[src/common/bieacc_pkg.sv]
package bieacc_pkg;
  // Register addresses
  localparam logic [8:0] ADDR_CONTROL = 9'h181;
  localparam logic [8:0] ADDR_ENABLE = 9'h182;
  localparam logic [8:0] ADDR_POINTER = 9'h183;
  localparam logic [8:0] ADDR_DATA_HIGH = 9'h184;
  localparam logic [8:0] ADDR_DATA_LOW = 9'h185;
  // Field positions
  localparam int CTL_READ_BIT = 0;
  localparam int CTL_WRITE_BIT = 1;
  localparam int CTL_HV_BIT = 3;
  localparam int ENA_BIT = 7;
  // Array geometry
  localparam int WORD_BITS = 16;
  localparam int PTR_BITS = 6;
  localparam int WORDS = 64;
  localparam logic [5:0] PTR_LAST = 6'h3f;
  // Reset values
  localparam logic [7:0] PTR_RESET = 8'h00;
  localparam logic [7:0] DATA_RESET = 8'h00;
  localparam logic [WORD_BITS-1:0] CELL_BLANK = 16'hffff;
  // Access timing
  localparam int READ_TIME_NS = 100;
  localparam int WRITE_TIME_NS = 1000;
  localparam int CLK_PERIOD_NS = 5;
  localparam int READ_CYCLES = (READ_TIME_NS + CLK_PERIOD_NS - 1)
    / CLK_PERIOD_NS;
  localparam int WRITE_CYCLES = (WRITE_TIME_NS + CLK_PERIOD_NS - 1)
    / CLK_PERIOD_NS;
  localparam int CNT_BITS = 8;
endpackage

[src/logic/bieacc_array.sv]
`timescale 1ns/1ps
// One-time-programmable word array: programming can only clear bits
module bieacc_array
(
  input wire logic mclk, // Clock
  input wire logic [5:0] addr, // Word address
  input wire logic rd_en, // Read strobe
  input wire logic wr_en, // Program strobe
  input wire logic [15:0] wdata, // Word to program
  output logic [15:0] rdata // Word read, registered
);
  logic [15:0] cells [0:63];

  // Blank cells start erased
  initial
  begin
    for (int i = 0; i < 64; i++)
      cells[i] = bieacc_pkg::CELL_BLANK;
  end

  // Read and program port
  always_ff @(posedge mclk)
  begin
    if (wr_en)
      cells[addr] <= cells[addr] & wdata;
    if (rd_en)
      rdata <= cells[addr];
  end
endmodule

[src/logic/bieacc_top.sv]
`timescale 1ns/1ps
// How it works
// No array access unless enable bit set; enable is checked only when an access starts, not during it
// Software keeps enable register other bits zero
// Pointer keeps all eight bits; reads return six low bits, 00h to 3Fh
// Read request loads word into data bytes
// Hardware clears read request when done
// Pointer increments after access, stops 3Fh
// Voltage status bit follows supply pin directly
// Write request programs data bytes at pointer
// Software loads data bytes before write
// Hardware clears write request when done
// Pointer beyond 3Fh moves no data
// Software never sets both requests together
// Software disables converter around accesses
// Software polls read request before using data
// Software checks supply status before writing
// Write without supply: array untouched, request cleared
// Request stays set; data updates at end
module bieacc_top
(
  input wire logic mclk, // Clock, 200 MHz
  input wire logic rst, // Async reset, active high
  input wire logic [8:0] reg_addr, // Register address
  input wire logic reg_wr, // Register write strobe
  input wire logic reg_rd, // Register read strobe
  input wire logic [7:0] reg_wdata, // Register write data
  output logic [7:0] reg_rdata, // Register read data
  input wire logic programming_supply_input // High when 6 V supply present
);
  typedef enum logic [2:0]
  {
    ST_IDLE = 3'b001,
    ST_READ = 3'b010,
    ST_WRITE = 3'b100
  } bieacc_state_t;

  typedef struct packed
  {
    bieacc_state_t state;
    logic read_request;
    logic write_request;
    logic eprom_access_enable;
    logic [7:0] word_pointer;
    logic [7:0] data_high;
    logic [7:0] data_low;
    logic [7:0] count;
    logic [7:0] rdata;
  } bieacc_regs_t;

  bieacc_regs_t s_reg;
  bieacc_regs_t s_next;
  logic [15:0] arr_rdata;
  logic arr_rd;
  logic arr_wr;
  logic high_voltage_flag;
  logic ptr_ok;

  // Decode one register address
  function automatic logic hit(input logic [8:0] a, input logic [8:0] r);
    hit = (a == r);
  endfunction

  // Supply status tracks the pin with no delay
  assign high_voltage_flag = programming_supply_input;
  // Only pointers inside the array may move data
  assign ptr_ok = (s_reg.word_pointer[7:6] == 2'b00);

  // Next-state logic: bus writes, access sequencing
  always_comb
  begin
    s_next = s_reg;
    arr_rd = 1'b0;
    arr_wr = 1'b0;
    if (reg_wr)
    begin
      if (hit(reg_addr, bieacc_pkg::ADDR_ENABLE))
        s_next.eprom_access_enable = reg_wdata[bieacc_pkg::ENA_BIT];
      if (hit(reg_addr, bieacc_pkg::ADDR_POINTER) &&
          s_reg.state == ST_IDLE)
        s_next.word_pointer = reg_wdata;
      if (hit(reg_addr, bieacc_pkg::ADDR_DATA_HIGH) &&
          s_reg.state == ST_IDLE)
        s_next.data_high = reg_wdata;
      if (hit(reg_addr, bieacc_pkg::ADDR_DATA_LOW) &&
          s_reg.state == ST_IDLE)
        s_next.data_low = reg_wdata;
      if (hit(reg_addr, bieacc_pkg::ADDR_CONTROL) &&
          s_reg.state == ST_IDLE)
      begin
        s_next.read_request = reg_wdata[bieacc_pkg::CTL_READ_BIT];
        s_next.write_request = reg_wdata[bieacc_pkg::CTL_WRITE_BIT];
      end
    end
    case (s_reg.state)
      ST_IDLE:
      begin
        s_next.count = '0;
        if (s_reg.read_request && s_reg.write_request)
        begin
          // Both set is undefined; drop both without an access
          s_next.read_request = 1'b0;
          s_next.write_request = 1'b0;
        end
        else if (s_reg.read_request || s_reg.write_request)
        begin
          if (!s_reg.eprom_access_enable)
          begin
            // Requests wait until access is enabled
            s_next.read_request = s_reg.read_request;
          end
          else if (s_reg.read_request)
            s_next.state = ST_READ;
          else
            s_next.state = ST_WRITE;
        end
      end
      ST_READ:
      begin
        s_next.count = s_reg.count + 8'h01;
        if (s_reg.count ==
            8'(bieacc_pkg::READ_CYCLES - 2))
          arr_rd = ptr_ok;
        if (s_reg.count ==
            8'(bieacc_pkg::READ_CYCLES - 1))
        begin
          if (ptr_ok)
          begin
            s_next.data_high = arr_rdata[15:8];
            s_next.data_low = arr_rdata[7:0];
            if (s_reg.word_pointer[5:0] != bieacc_pkg::PTR_LAST)
              s_next.word_pointer = s_reg.word_pointer + 8'h01;
          end
          s_next.read_request = 1'b0;
          s_next.state = ST_IDLE;
        end
      end
      ST_WRITE:
      begin
        s_next.count = s_reg.count + 8'h01;
        if (s_reg.count ==
            8'(bieacc_pkg::WRITE_CYCLES - 1))
        begin
          // Program only with supply present and pointer valid
          arr_wr = ptr_ok && high_voltage_flag;
          if (ptr_ok && high_voltage_flag &&
              s_reg.word_pointer[5:0] != bieacc_pkg::PTR_LAST)
            s_next.word_pointer = s_reg.word_pointer + 8'h01;
          s_next.write_request = 1'b0;
          s_next.state = ST_IDLE;
        end
      end
      default:
      begin
        s_next.state = ST_IDLE;
        s_next.read_request = 1'b0;
        s_next.write_request = 1'b0;
      end
    endcase
    // Read data mux, registered
    if (reg_rd)
    begin
      if (hit(reg_addr, bieacc_pkg::ADDR_CONTROL))
        s_next.rdata = {4'h0, high_voltage_flag, 1'b0,
          s_reg.write_request, s_reg.read_request};
      else if (hit(reg_addr, bieacc_pkg::ADDR_ENABLE))
        s_next.rdata = {s_reg.eprom_access_enable, 7'h00};
      else if (hit(reg_addr, bieacc_pkg::ADDR_POINTER))
        s_next.rdata = {2'b00, s_reg.word_pointer[5:0]};
      else if (hit(reg_addr, bieacc_pkg::ADDR_DATA_HIGH))
        s_next.rdata = s_reg.data_high;
      else if (hit(reg_addr, bieacc_pkg::ADDR_DATA_LOW))
        s_next.rdata = s_reg.data_low;
      else
        s_next.rdata = 8'h00;
    end
  end

  // State register
  always_ff @(posedge mclk or posedge rst)
  begin
    if (rst)
    begin
      s_reg.state <= ST_IDLE;
      s_reg.read_request <= 1'b0;
      s_reg.write_request <= 1'b0;
      s_reg.eprom_access_enable <= 1'b0;
      s_reg.word_pointer <= bieacc_pkg::PTR_RESET;
      s_reg.data_high <= bieacc_pkg::DATA_RESET;
      s_reg.data_low <= bieacc_pkg::DATA_RESET;
      s_reg.count <= 8'h00;
      s_reg.rdata <= 8'h00;
    end
    else
      s_reg <= s_next;
  end

  assign reg_rdata = s_reg.rdata;

  // Word array
  bieacc_array u_array
  (
    .mclk(mclk),
    .addr(s_reg.word_pointer[5:0]),
    .rd_en(arr_rd),
    .wr_en(arr_wr),
    .wdata({s_reg.data_high, s_reg.data_low}),
    .rdata(arr_rdata)
  );
endmodule

[config.mk]
export PLATFORM = sky130hd
export DESIGN_NAME = bieacc_top
export DESIGN_NICKNAME = d
export VERILOG_FILES = /design/src/common/bieacc_pkg.sv /design/src/logic/bieacc_array.sv /design/src/logic/bieacc_top.sv
export SDC_FILE = /design/constraint.sdc
export NUM_CORES = 1
export LEC_CHECK = 0
export BUFFER_PORTS_ARGS = -buffer_cell sky130_fd_sc_hd__buf_2
export CAP_MARGIN = 10
export CORE_MARGIN = 3
export CORE_UTILIZATION = 32
export CTS_BUF_LIST = sky130_fd_sc_hd__clkbuf_4
export DETAILED_ROUTE_END_ITERATION = 8
export PLACE_DENSITY = 0.52
export SYNTH_ARGS = -nofsm -noshare
export SYNTH_HDL_FRONTEND = slang
export SYNTH_SLANG_ARGS = --single-unit
[constraint.sdc]
create_clock -name mclk -period 8.76 [get_ports mclk]
set_clock_uncertainty 0.15 [all_clocks]
set_input_delay 0.876 -clock mclk [delete_from_list [all_inputs] [get_ports mclk]]
set_output_delay 0.876 -clock mclk [all_outputs]
set_load 0.02 [all_outputs]
==> impl_metrics.ini <==
[route]
via_per_inst = 5.87
drc = 0
vias = 28400
antenna_left = 0
post_drt_wl_per_cell_um = 32.2
wl_um = 155000
drt_iter0_markers = 4238
dr.pass1.iters = 6

[synthesis]
synth_ff_type = edfxtp_1
synth_top_area_cell = edfxtp_1
yosysMostFrequentCell = edfxtp_1
yosys_warnings = 0
ys_ff_latch = 1086
synth_top_area_share_pct = 72.8
synth_top_cells_by_count = edfxtp_1 (1040), a221oi_1 (169), a22oi_1 (154)
synth_edf_count = 1040
syn_nets = 2624
ys_top_cells_by_area = edfxtp_1 (73%), a221oi_1 (3.5%), a22oi_1 (2.7%)
seq_area_frac_synth_pct = 75.5
syn_area_sq_mm = 0.0429
yosysUniqueCellTypes = 80
async_flop_share_pct = 4.24
syn_inst = 2597
syn_avg_cell_area_sq_um = 16.5

[flow_run]
cap_viol_max_count = 0

[global_routing]
grt_first_pass_wirelength_um = 216000
grt_usage_pct = 22.1
overflow = 0
antenna_found_initial = 6
grt_pass1_vias = 27900
grt_max_degree = 97

[clock_tree]
cts_buffers = 306
clock_path_buffers = 4
htree_levels = 5
cts-root-buf = clkbuf_4
post_cts_buffers = 0
insertion_delay_ps = 1230
clkSinkCount = 1086
cts_tree = built
clk_pin_slew_worst_paths_ps = 60

[pwr]
pwr_density_cell_mw_per_mm2 = 224
p_leak_nw = 15.8
vdd_drop_max_v = 0.000122

[floorplanning]
num_rows = 133
start_util_pct = 32.4
die_w_um = 372
io_pins = 30
core_area_sq_mm = 0.132
die_h_um = 372
dieArea_sq_mm = 0.138

[sta]
period_share_pct = 62.4
fin_crit_ps = 5460
slew_violations = 0
finalSetupTns_ps = 0
rsz0062_at_grt = false
maxSlewHeadroom_pct = 12.9
hold_viol_final = 0
setup_viol = 0
setup_slack_ps = 3300
max_slew.worst_pin.slew_ps = 1270
max_freq_mhz = 183

[setup_path]
endpoint_kind = flop
arrival_ps = 6130
crit_chain = buf_4 -> buf_4 -> mux2_2 -> a221o_1 -> a22oi_1 -> nor2_1 -> a2111oi_2 -> a31oi_4 -> buf_4
worstSetupPathType = flop to flop
timing.critical_path.mode_cell = buf_4
cp_slowest_cell = dfrtp_4
cp_max_fo = 38
critPathBufInv = 3
worst_setup_path_start_kind = flop
cp_top_family = compound AO/OA/AOI/OAI gates
cp_data_required_time_ps = 9430
max_stage_delay_ps = 840

[layout]
nets = 2918
post-route-util_pct = 37.3
area_growth_pct = 15.1
layout-drive-gt1-share_pct = 24.9
largest_reg_flops = 1024

[place]
io_buffers = 29
gp_congestion = 0.899
post-dp-hpwl_um = 92000
place_ws_ps = 3490

[min_path]
hold_path.class = input port to flop

[outcome]
outcome = finished, final reports clean
[kinds of logic (layout without fill, tap and decap cells)]
logic type	Yosys count	count (layout)	share of synthesized area, %
adders and majority gates	5	5	0.146
other	0	8	0
and+or+nand+nor	420	420	4.83
DFF	1086	1086	75.5
AOI/OAI and AO/OA	701	701	12.3
muxes	163	163	4.53
buffers and inverters	220	688	2.58
xor gates and xnor gates	2	2	0.0409
[per-stage QoR]
step	cells	cell area (sq um)	total power (W)	hold slack, ps
floorplan	2597	42900	0.00634	290
global placement	4313	45500	0.00668	325
detailed placement	4321	45600	0.00671	316
CTS	4820	49300	0.0111	10.3
global route	4827	49400	0.0114	83.9
finish	4828	49400	0.0110	133
[layer usage]
layer / GRT usage (%) / share of wire [%] / vias up
met5: 0 / 0.015 / -
met3: 5.63 / 11 / 373
met2: 33.2 / 44 / 2009
met4: 10.2 / 4.6 / 4
met1: 30.0 / 40 / 14500
li1: - / - / 11500
[repair_timing]
action / CTS / global route
hold buffers: 17 / 0
hold endpoints to repair: 80 / 0
resized for setup: 0 / 0
[path summary, 6_finish.rpt]
check / startpoint / end / slack [ps] / cells past startpoint
max in group asynchronous: rst / s_reg[34] / 7310 / 3
setup / recovery: s_reg[33] / u_array.cells[19][1] / 3300 / 9
hold reg to reg: u_array.rdata[0] / s_reg[16] / 300 / 2
hold / removal: reg_addr[1] / s_reg[41] / 130 / 4
setup reg to reg: s_reg[33] / u_array.cells[19][1] / 3300 / 9
min in group asynchronous: rst / s_reg[23] / 360 / 3
[cells in the final DEF, fill, tap and decap left out, drive strengths merged, types with 6 or more instances in the layout]
| cell | count |
|---|---|
| edfxtp | 1040 |
| clkbuf | 441 |
| a221oi | 171 |
| buf | 171 |
| a22oi | 154 |
| nor2 | 148 |
| mux2i | 96 |
| nand2 | 80 |
| a21oi | 72 |
| o21ai | 55 |
| o22ai | 51 |
| mux2 | 47 |
| dfrtp | 45 |
| nor3 | 38 |
| o221ai | 35 |
| clkinv | 34 |
| a22o | 28 |
| nand3 | 27 |
| a31oi | 27 |
| and3 | 20 |
| mux4 | 20 |
| inv | 20 |
| dlygate4sd3 | 17 |
| nand2b | 14 |
| and2 | 14 |
| o22a | 13 |
| nand4 | 12 |
| nor3b | 12 |
| a211oi | 10 |
| nor2b | 10 |
| a221o | 9 |
| o31ai | 9 |
| a2111oi | 9 |
| diode | 8 |
| nand3b | 8 |
| a32oi | 7 |
| and4 | 7 |
| or3 | 6 |
[layout make-up]
cell class                      count  area, sq um
Multi-Input combinational cell   1291         9630
Clock inverter                     41          248
Clock buffer                      441         3310
Sequential cell                  1086        32400
Fill cell                       12400        82900
Timing Repair Buffer              189         1490
Inverter                           17         65.1
Antenna cell                        8         20.0
Tap cell                         1755         2200
[worst register-to-register path, delay by kind of cell, from the launching register on]
kind | cells | cell delay (ps)
muxes | 1 | 430
DFF | 1 | 840
and+or+nand+nor | 1 | 250
AOI/OAI and AO/OA | 4 | 1860
buffers and inverters | 3 | 1600
[report_power, final]
part | leakage (nW) | total [W] | internal [W] | switching [W]
clock network | 2.15 | 0.00443 | 0.00237 | 0.00206
logic | 3.76 | 0.000707 | 0.000135 | 0.000572
registers | 9.90 | 0.00591 | 0.00590 | 0.0000111
(Power assumes the default switching activity.)
